[src/include/dasc_defines.svh]
`ifndef DASC_DEFINES_SVH
`define DASC_DEFINES_SVH
// register byte offsets on the wishbone slave
`define DASC_OFF_WREG0    16'h0000
`define DASC_OFF_WREG1    16'h0002
`define DASC_OFF_WREG2    16'h0004
`define DASC_OFF_WREG3    16'h0006
`define DASC_OFF_WREG4    16'h0008
`define DASC_OFF_WREG5    16'h000a
`define DASC_OFF_WREG6    16'h000c
`define DASC_OFF_WREG7    16'h000e
`define DASC_OFF_SP       16'h001e
`define DASC_OFF_STACK_LIMIT_REG    16'h0020
`define DASC_OFF_SECCFG   16'h0040
`define DASC_OFF_STATUS   16'h0044
// reset values
`define DASC_RST_DEFAULT_WORK_REG     16'h0000
`define DASC_RST_SP       16'h0800
`define DASC_RST_SECCFG   16'h0000
// address limits
`define DASC_NEAR_MAX     16'h1fff
`define DASC_SFR_END      16'h0800
// security config field positions
`define DASC_SEC_BS_EN    0
`define DASC_SEC_SS_EN    1
`endif

[src/include/dasc_pkg.sv]
package dasc_pkg;
    // one data access request from the execution core
    typedef struct packed {
        logic        valid;
        logic        write;
        logic        isByte;
        logic [15:0] addr;
        logic [15:0] wdata;
    } dasc_acc_s;
    // access kinds that touch the stack pointer
    typedef enum logic [4:0] {
        DASC_OP_NONE  = 5'b00001,
        DASC_OP_PUSH  = 5'b00010,
        DASC_OP_POP   = 5'b00100,
        DASC_OP_CALL  = 5'b01000,
        DASC_OP_EXCP  = 5'b10000
    } dasc_op_e;
    // single-register operations on working registers
    typedef enum logic [3:0] {
        DASC_X_NONE = 4'b0001,
        DASC_X_SEXT = 4'b0010,
        DASC_X_ZEXT = 4'b0100,
        DASC_X_BLD  = 4'b1000
    } dasc_xop_e;
    typedef logic [15:0] dasc_word_t;
endpackage : dasc_pkg

[src/rtl/data_access_stack_check.sv]
// What this block does
// - word access at odd byte address raises an address error trap
// - misaligned read lets the instruction complete, then traps
// - misaligned write is suppressed at memory, then traps
// - byte load writes low byte of working register, upper byte kept
// - sign-extend turns low signed byte into signed 16-bit word
// - zero-extend clears upper byte of working register
// - word-only instructions never issue byte-size accesses
// - memory-direct address is 13 bits, range 0x0000 to 0x1fff
// - move memory-direct address is 16 bits over whole X space
// - stack pointer holds first free word; stack grows upward
// - pop pre-decrements the pointer, push post-increments it
// - call push stores the counter with upper byte cleared
// - exception push puts status low byte in counter upper byte
// - stack limit not reset; its bit zero always reads zero
// - every push effective address is compared with the limit; pops are not
// - push at pointer equal to limit is allowed; next push traps
// - stack access effective address below 0x0800 raises a stack error trap
// - boot secure ram reachable only from boot flash code when enabled
// - secure segment ram reachable only from secure flash code when enabled
// - byte read selects byte by address bit 0; byte write one half
// - unimplemented address reads zero and raises an address error trap
//
// Register access over Wishbone is this design's own decision.
`timescale 1ns/100ps
`include "dasc_defines.svh"
module dasc_data_access_stack_check #(
    parameter logic [15:0] IMPL_TOP    = 16'h27ff,
    parameter logic [15:0] BOOT_SECURE_RAM_BASE  = 16'h0800,
    parameter logic [15:0] BOOT_SECURE_RAM_TOP   = 16'h08ff,
    parameter logic [15:0] SECURE_SEGMENT_RAM_BASE  = 16'h0900,
    parameter logic [15:0] SECURE_SEGMENT_RAM_TOP   = 16'h09ff
) (
    input  wire logic                clk,
    input  wire logic                nrst,
    // wishbone classic slave
    input  wire logic                wb_cyc_i,
    input  wire logic                wb_stb_i,
    input  wire logic                wb_we_i,
    input  wire logic [15:0]         wb_adr_i,
    input  wire logic [3:0]          wb_sel_i,
    input  wire logic [31:0]         wb_dat_i,
    output logic [31:0]              wb_dat_o,
    output logic                     wb_ack_o,
    // data access from the core address generators
    input  wire dasc_pkg::dasc_acc_s acc,
    input  wire logic                accDirect,
    input  wire logic                accMove,
    input  wire logic [15:0]         accDirAddr,
    input  wire logic                accWordOnly,
    input  wire logic                fromBootFlash,
    input  wire logic                fromSecFlash,
    // stack operations
    input  wire dasc_pkg::dasc_op_e  stackOp,
    input  wire logic [15:0]         pcValue,
    input  wire logic [7:0]          statusLowByte,
    // working register operations
    input  wire dasc_pkg::dasc_xop_e xop,
    input  wire logic [2:0]          xopReg,
    // data memory side
    output dasc_pkg::dasc_acc_s      memReq,
    input  wire logic [15:0]         memRdata,
    output logic [15:0]              readData,
    // exception side
    output logic                     addrErrTrap,
    output logic                     stackErrTrap,
    output logic                     accessDenied
);
    import dasc_pkg::*;

    // register state
    dasc_word_t  workReg_q [8];
    dasc_word_t  stackPointer_q;
    dasc_word_t  stackLimit_q;
    logic [1:0]  secCfg_q;
    logic [2:0]  sticky_q;
    logic        ack_q;
    logic [31:0] rdat_q;
    dasc_word_t  readData_q;
    dasc_acc_s   memReq_q;
    logic        addrErr_q;
    logic        stackErr_q;
    logic        denied_q;

    // effective address selection for direct modes
    wire [15:0] nearAddr  = {3'b000, accDirAddr[12:0]};
    wire [15:0] moveAddr  = accDirAddr;
    wire [15:0] dataEa    = accDirect ? (accMove ? moveAddr : nearAddr) : acc.addr;

    // stack effective address: pop pre-decrements, push uses current pointer
    wire isPush   = (stackOp == DASC_OP_PUSH) || (stackOp == DASC_OP_CALL)
                  || (stackOp == DASC_OP_EXCP);
    wire isPop    = (stackOp == DASC_OP_POP);
    wire [15:0] popEa    = stackPointer_q - 16'h0002;
    wire [15:0] stackEa  = isPop ? popEa : stackPointer_q;
    wire        stackAcc = isPush || isPop;

    // pushed word for call and exception entry
    wire [15:0] callWord = {8'h00, pcValue[7:0]};
    wire [15:0] excpWord = {statusLowByte, pcValue[7:0]};
    wire [15:0] pushWord = (stackOp == DASC_OP_CALL) ? callWord
                         : (stackOp == DASC_OP_EXCP) ? excpWord : acc.wdata;

    // final access as seen by the checks
    wire [15:0] ea       = stackAcc ? stackEa : dataEa;
    wire        doAcc    = stackAcc || acc.valid;
    wire        doWrite  = stackAcc ? isPush : acc.write;
    wire        byteSize = stackAcc ? 1'b0 : (acc.isByte & ~accWordOnly);

    // alignment and implemented range
    wire misalign = doAcc && !byteSize && ea[0];
    wire unimpl   = doAcc && (ea > IMPL_TOP);

    // stack limit and underflow, same comparators for every push kind
    wire overLimit  = stackAcc && isPush && (stackEa > stackLimit_q);
    wire underflow  = stackAcc && (stackEa < `DASC_SFR_END);

    // secure ram windows
    wire inBs   = (ea >= BOOT_SECURE_RAM_BASE) && (ea <= BOOT_SECURE_RAM_TOP);
    wire inSs   = (ea >= SECURE_SEGMENT_RAM_BASE) && (ea <= SECURE_SEGMENT_RAM_TOP);
    wire bsDeny = secCfg_q[`DASC_SEC_BS_EN] && inBs && !fromBootFlash;
    wire ssDeny = secCfg_q[`DASC_SEC_SS_EN] && inSs && !fromSecFlash;
    wire deny   = doAcc && (bsDeny || ssDeny);

    wire addrFault  = misalign || unimpl;
    wire stackFault = overLimit || underflow;
    // write is blocked on an address fault or a denial, not a stack fault; read still completes
    wire blockWr    = addrFault || deny;

    // byte lane handling for writes and reads
    wire [15:0] wrWord  = stackAcc ? pushWord
                        : (byteSize ? {acc.wdata[7:0], acc.wdata[7:0]} : acc.wdata);
    wire [15:0] rdWord  = (unimpl || deny) ? 16'h0000 : memRdata;
    wire [15:0] rdSel   = byteSize ? {8'h00, (ea[0] ? rdWord[15:8] : rdWord[7:0])}
                        : rdWord;

    // wishbone decode
    wire wbReq   = wb_cyc_i && wb_stb_i && !ack_q;
    wire wbWr    = wbReq && wb_we_i;
    wire isWreg  = (wb_adr_i[15:4] == 12'h000);
    wire isSp    = (wb_adr_i == `DASC_OFF_SP);
    wire isLim   = (wb_adr_i == `DASC_OFF_STACK_LIMIT_REG);
    wire isSec   = (wb_adr_i == `DASC_OFF_SECCFG);
    wire isStat  = (wb_adr_i == `DASC_OFF_STATUS);
    wire [2:0] wbIdx = wb_adr_i[3:1];
    wire lo      = wb_sel_i[0];
    wire hi      = wb_sel_i[1];
    wire [15:0] wbWord = wb_dat_i[15:0];
    wire [15:0] wbRd = isWreg ? workReg_q[wbIdx]
                     : isSp   ? stackPointer_q
                     : isLim  ? {stackLimit_q[15:1], 1'b0}
                     : isSec  ? {14'h0000, secCfg_q}
                     : isStat ? {13'h0000, sticky_q} : 16'h0000;

    // stack pointer next value
    wire [15:0] spAfter = isPop ? popEa
                        : isPush ? (stackPointer_q + 16'h0002) : stackPointer_q;

    // working register op result
    wire [15:0] xCur = workReg_q[xopReg];
    wire [15:0] xRes = (xop == DASC_X_SEXT) ? {{8{xCur[7]}}, xCur[7:0]}
                     : (xop == DASC_X_ZEXT) ? {8'h00, xCur[7:0]}
                     : (xop == DASC_X_BLD)  ? {xCur[15:8], rdSel[7:0]}
                     : xCur;

    // working registers: bus writes, extend ops and byte loads
    always_ff @(posedge clk) begin
        for (int i = 0; i < 8; i++) begin
            if (!nrst) begin
                workReg_q[i] <= `DASC_RST_DEFAULT_WORK_REG;
            end else if (xop != DASC_X_NONE && xopReg == 3'(i)) begin
                workReg_q[i] <= xRes;
            end else if (wbWr && isWreg && wbIdx == 3'(i)) begin
                if (lo) workReg_q[i][7:0]  <= wbWord[7:0];
                if (hi) workReg_q[i][15:8] <= wbWord[15:8];
            end
        end
    end

    // stack pointer: stack ops win over bus writes
    always_ff @(posedge clk) begin
        if (!nrst) begin
            stackPointer_q <= `DASC_RST_SP;
        end else if (stackAcc) begin
            stackPointer_q <= spAfter;
        end else if (wbWr && isSp) begin
            stackPointer_q <= {wbWord[15:1], 1'b0};
        end
    end

    // stack limit is not touched by reset
    always_ff @(posedge clk) begin
        if (wbWr && isLim) begin
            stackLimit_q <= {wbWord[15:1], 1'b0};
        end
    end

    // security enables and sticky fault status, set wins over clear
    always_ff @(posedge clk) begin
        if (!nrst) begin
            secCfg_q <= 2'b00;
            sticky_q <= 3'b000;
        end else begin
            if (wbWr && isSec && lo) secCfg_q <= wbWord[1:0];
            sticky_q <= (sticky_q & ~((wbWr && isStat && lo) ? wbWord[2:0] : 3'b000))
                      | {deny, stackFault, addrFault};
        end
    end

    // memory request, read data and single-cycle trap pulses
    always_ff @(posedge clk) begin
        if (!nrst) begin
            memReq_q   <= '0;
            readData_q <= 16'h0000;
            addrErr_q  <= 1'b0;
            stackErr_q <= 1'b0;
            denied_q   <= 1'b0;
        end else begin
            memReq_q.valid  <= doAcc && !(doWrite && blockWr);
            memReq_q.write  <= doWrite;
            memReq_q.isByte <= byteSize;
            memReq_q.addr   <= ea;
            memReq_q.wdata  <= wrWord;
            readData_q      <= rdSel;
            addrErr_q       <= addrFault;
            stackErr_q      <= stackFault;
            denied_q        <= deny;
        end
    end

    // wishbone ack and read data
    always_ff @(posedge clk) begin
        if (!nrst) begin
            ack_q  <= 1'b0;
            rdat_q <= 32'h0000_0000;
        end else begin
            ack_q  <= wbReq;
            rdat_q <= {16'h0000, wbRd};
        end
    end

    assign wb_ack_o     = ack_q;
    assign wb_dat_o     = rdat_q;
    assign memReq       = memReq_q;
    assign readData     = readData_q;
    assign addrErrTrap  = addrErr_q;
    assign stackErrTrap = stackErr_q;
    assign accessDenied = denied_q;

    // usage notes for the core and exception logic

    // every check looks at one access per cycle

    // a stack op in the same cycle as acc wins

    // acc is ignored while stackOp is not none, except that a push writes acc.wdata

    // direct forms replace acc.addr as the address

    // near form keeps only the low 13 address bits

    // move form passes the full 16-bit address

    // word size is forced when accWordOnly is high

    // stack accesses are always word sized

    // a byte access may use an odd address

    // a word access at an odd address is a fault

    // a faulting read of an implemented, permitted address still returns its data

    // a write with an address fault never reaches memory

    // denied writes are dropped in the same way

    // denied and unimplemented reads return zero

    // memRdata must settle within the same cycle

    // the memory sees the request one cycle later

    // readData stands for one cycle only

    // trap outputs are one-cycle pulses

    // a fault on every cycle gives a pulse each cycle

    // the exception logic latches what it needs

    // sticky status keeps a record for software

    // a status bit set and cleared together stays set

    // status bits clear by writing ones

    // the stack pointer moves by two per access

    // pops subtract before the address is formed

    // pushes use the pointer and then add two

    // limit compare uses the push address itself

    // a push at the limit address is still allowed

    // the first push above the limit traps

    // the limit compare is not done on pops

    // underflow is checked on every stack access

    // a pop with the pointer at the bottom word traps underflow

    // the pointer still moves on a trapped access

    // software restores the pointer in the handler

    // the limit register has no reset value

    // software must write the limit before pushes

    // an unwritten limit makes push checks unknown

    // the limit low bit is dropped on write

    // the limit low bit always reads back as zero

    // the pointer low bit is dropped on write too

    // a stack op beats a bus write of the pointer

    // a register op beats a bus write of that reg

    // the bus write is lost in that case

    // software should not race the core on them

    // a call push clears the counter upper byte

    // an exception push carries the status byte

    // only the low counter byte is pushed here

    // exception pushes share every stack check

    // byte writes place the byte on both halves

    // memory picks the half by address bit zero

    // byte reads pick the half by address bit zero

    // the picked byte lands in the low read bits

    // a byte load keeps the register upper byte

    // sign-extend copies bit seven upward

    // zero-extend clears the upper byte

    // secure windows are fixed by parameters

    // each window has its own enable bit

    // the origin flags come from the fetch side

    // a denied access also raises accessDenied

    // the bus answers every request in one cycle

    // ack drops the cycle after it was given

    // unmapped bus reads return zero

    // unmapped bus writes are ignored

    // only the low two byte selects are used

    // upper read data bits are always zero

    // all outputs come from flip-flops

    // all registers run on the rising clock edge

    // reset is synchronous and active low

    // the pointer resets to the bottom of ram
endmodule : dasc_data_access_stack_check

[config.mk]
export PLATFORM = sky130hd
export DESIGN_NAME = dasc_data_access_stack_check
export DESIGN_NICKNAME = d
export VERILOG_FILES = /design/src/include/dasc_pkg.sv /design/src/rtl/data_access_stack_check.sv
export VERILOG_INCLUDE_DIRS = /design/src /design/src/include
export SDC_FILE = /design/constraint.sdc
export NUM_CORES = 1
export LEC_CHECK = 0
export BUFFER_PORTS_ARGS = -buffer_cell sky130_fd_sc_hd__clkbuf_2
export CAP_MARGIN = 10
export CELL_PAD_IN_SITES_DETAIL_PLACEMENT = 2
export CELL_PAD_IN_SITES_GLOBAL_PLACEMENT = 2
export CORE_MARGIN = 2
export CORE_UTILIZATION = 34
export CTS_BUF_LIST = sky130_fd_sc_hd__clkbuf_8
export DETAILED_ROUTE_END_ITERATION = 8
export GPL_TIMING_DRIVEN = 0
export PLACE_DENSITY = 0.81
export SLEW_MARGIN = 20
export SYNTH_ARGS = -nofsm -noshare
export SYNTH_HDL_FRONTEND = slang
export SYNTH_SLANG_ARGS = --single-unit
[constraint.sdc]
create_clock -name clk -period 2.8 [get_ports clk]
set_input_delay 0.14 -clock clk [delete_from_list [all_inputs] [get_ports clk]]
set_output_delay 0.14 -clock clk [all_outputs]
set_load 0.1 [all_outputs]
==> results.py <==
metrics = {
    "run_status": {
        "status": "finished with violations",
        "violations": "hold timing, setup timing",
    },
    "cts": {
        "h-tree-depth": 2,
        "clkTransAtPathRegs_ns": 0.09,
        "clk_latency_ns": 0.64,
        "cts.path.max_buffers": 3,
        "cts_tree": "yes",
        "cts_made_buffers": 43,
        "root_buffer": "clkbuf_8",
        "cts_sinks": 234,
    },
    "timing": {
        "finalHoldViolCount": 1,
        "hold_slack_ns": -0.00183,
        "fin_ws_ns": -0.868,
        "rsz0062_at_grt": "true",
        "finalSetupTns_ns": -57.45,
        "worst_slew_pin_slew_ns": 1.27,
        "finalSetupViolations": 134,
        "period_share_pct": 131,
        "finClkSkew_ns": 0.0341,
        "slew_headroom_pct": 12.8,
        "period_needed_ns": 3.67,
        "fmax_mhz": 273,
        "maxSlewViolCount": 0,
    },
    "placed_design": {
        "placed_area_um2": 15500,
        "dp_hpwl_um": 45100,
        "port_buffers": 202,
        "place_congestion": 0.917,
    },
    "drt": {
        "drt_wl_total_um": 82600,
        "post-route-drc-count": 0,
        "antenna_left": 0,
        "post_drt_via_cell_ratio": 6.80,
        "vias": 15200,
        "drt_iter0_markers": 2165,
        "drt_pass1_iterations": 7,
        "routedWlPerCell_um": 37.0,
    },
    "critical_path": {
        "required_ns": 3.21,
        "critical_path_class": "register to register",
        "crit_family": "compound AO/OA/AOI/OAI gates",
        "critPathMaxFanout": 8,
        "worstSetupStartpointType": "register",
        "cp_common_cell": "nand4_4",
        "critPathBufInv": 4,
        "max_stage_delay_ns": 0.41,
        "cp_cell_sequence": "inv_4 -> ha_4 -> nor3b_4 -> nand4_1 -> buf_4 -> o41ai_4 -> nand4_4 -> buf_6 -> o21ai_4 -> a21o_4 -> buf_12 -> nand4_4 -> o21ai_2",
        "crit_path_end_kind": "register",
        "cp_slowest_cell": "o21ai_2",
        "crit_arrival_ns": 4.08,
    },
    "cells_and_area": {
        "final_cell_mix": "clkbuf_2 (211), edfxtp_1 (143), nor2_1 (97), dlygate4sd3_1 (85), dfxtp_1 (80)",
        "area_delta_synth_final_pct": 35.9,
        "finalInstanceArea_um2": 18600,
        "drive_above_1_share_pct": 37.4,
        "final_common_cell": "clkbuf_2",
        "nets": 1855,
        "final_util_pct": 46.9,
    },
    "run": {
        "cap_violations": 0,
    },
    "global_routing": {
        "grt_pass1_vias": 16000,
        "grt_pass1_wl_um": 110000,
        "antenna_found_initial": 3,
        "grt_max_degree": 20,
        "grt_overflow_total": 0,
        "grt.total_usage_pct": 36.0,
    },
    "power_and_ir_drop": {
        "p_per_area_nw_per_um2": 528,
        "ir_drop_mv": 0.391,
        "totalPowerFinal_uw": 9840,
        "swShare_pct": 37.4,
        "combPwrFrac_pct": 25.0,
        "clkPwrFrac_pct": 34.7,
        "p_sw_uw": 3680,
        "seqPwrFrac_pct": 40.3,
        "p_leak_uw": 0.00728,
        "intPower_uw": 6160,
    },
    "logic_synthesis": {
        "yosys_warnings": 0,
        "synth-edff-count": 143,
        "syn_area_per_cell_um2": 10.8,
        "synth_flop_cell": "edfxtp_1",
        "yosys.cell_types.count": 76,
        "synth_area_um2": 13700,
        "async_reset_ff_share_pct": 0,
        "synth-seq-cells": 234,
        "synth_seq_area_share_pct": 44.6,
        "synthCells": 1265,
    },
    "floorplan": {
        "io_pins": 252,
        "die_w_um": 205,
        "die_area_um2": 41900,
        "core_um2": 39700,
        "fp-row-count": 73,
        "floorplan.die.height_um": 205,
        "start_util_pct": 34.5,
    },
    "worst_hold_path": {
        "hold_path_class": "primary input to register",
    },
}
cell usage after synthesis (23+ instances only):
| cell | number | area share [%] |
|---|---|---|
| mux4_2 | 64 | 11 |
| nor2_1 | 122 | 3.3 |
| clkbuf_1 | 74 | 2.0 |
| mux2i_1 | 55 | 4.0 |
| a21oi_1 | 31 | 1.1 |
| o21ai_1 | 73 | 2.7 |
| edfxtp_1 | 143 | 31 |
| o21ai_0 | 29 | 1.1 |
| a22oi_1 | 67 | 3.7 |
| nor3_1 | 25 | 0.91 |
| inv_1 | 23 | 0.63 |
| nand2_1 | 77 | 2.1 |
| a22o_1 | 64 | 4.1 |
| dfxtp_1 | 91 | 13 |
| nand3_1 | 24 | 0.88 |
final timing paths:
kind,start,endpoint,slack (ns),cells after the start
worst max-delay path,stackPointer_q[1],workReg_q[6][7],-0.87,13
worst min-delay path,accDirAddr[11],memReq[27],-0.002,3
worst max register to register,stackPointer_q[1],workReg_q[6][7],-0.87,13
worst min register to register,sticky_q[0],sticky_q[0],0.51,2
sequential cells by signal (all words and copies together), names as in the netlist:
name and cells:
addrErrTrap 1, wb_dat_o 16, secCfg_q 2, stackErrTrap 1, readData 16, wb_ack_o 1
stackLimit_q 15, memReq 35, accessDenied 1, stackPointer_q 15, workReg_q 128, sticky_q 3
logic make-up (layout without fill, tap and decap cells):
group                    after synthesis  count (layout)  synth area share (%)
adder cells (fa/ha/maj)               17              17                  1.55
buffers and inverters                146             573                  4.77
AND/OR/NAND/NOR                      355             355                  13.8
flip-flops                           234             234                  44.6
AO/OA/AOI/OAI                        359             359                  18.2
other                                  1              17                0.0274
XOR/XNOR                              16              16                  1.02
multiplexers                         137             137                  16.0
per-stage QoR:
step,setup WS (ns),cells
after floorplan,-0.00672,1280
after global placement,-1.27,2007
after detailed placement,-1.28,2014
after CTS,-0.225,2213
after global routing,-0.887,2232
final,-0.868,2233
worst reg2reg max path, cell delays in order, from the launching register on:
cell,delay [ns]
dfxtp_4,0.38
inv_4,0.08
ha_4,0.22
nor3b_4,0.41
nand4_1,0.24
buf_4,0.22
o41ai_4,0.30
nand4_4,0.18
buf_6,0.17
o21ai_4,0.13
a21o_4,0.25
buf_12,0.17
nand4_4,0.26
o21ai_2,0.41
power by group through the flow:
stage | Combinational [uW] | Clock (uW) | Sequential, uW
after floorplan | 913 | 0 | 4350
after global placement | 1830 | 0 | 3970
after detailed placement | 1900 | 0 | 3990
after CTS | 2130 | 3210 | 3930
after global routing | 2490 | 3490 | 3970
final | 2460 | 3410 | 3970
per-layer routing:
metal	global-route usage, %	routed length [um]
met4	22.4	6740
met1	41.4	28300
met2	60.7	39000
met3	7.89	8450
met5	0	22
final cells by class:
| cell class | count | area, um2 |
|---|---|---|
| Antenna cell | 1 | 2.50 |
| Buffer | 113 | 577 |
| Clock buffer | 48 | 661 |
| Clock inverter | 31 | 129 |
| Fill cell | 4010 | 21100 |
| Inverter | 23 | 88.8 |
| Multi-Input combinational cell | 900 | 7880 |
| Sequential cell | 234 | 6140 |
| Tap cell | 525 | 657 |
| Timing Repair Buffer | 358 | 2490 |
what timing repair did:
action	CTS	global route
buffers inserted	38	24
pin swaps	43	34
gates resized for setup	121	109
setup endpoints to repair	255	219
cloned	2	0
hold buffers	85	0
hold endpoints to repair	53	0
(Power assumes the default switching activity.)
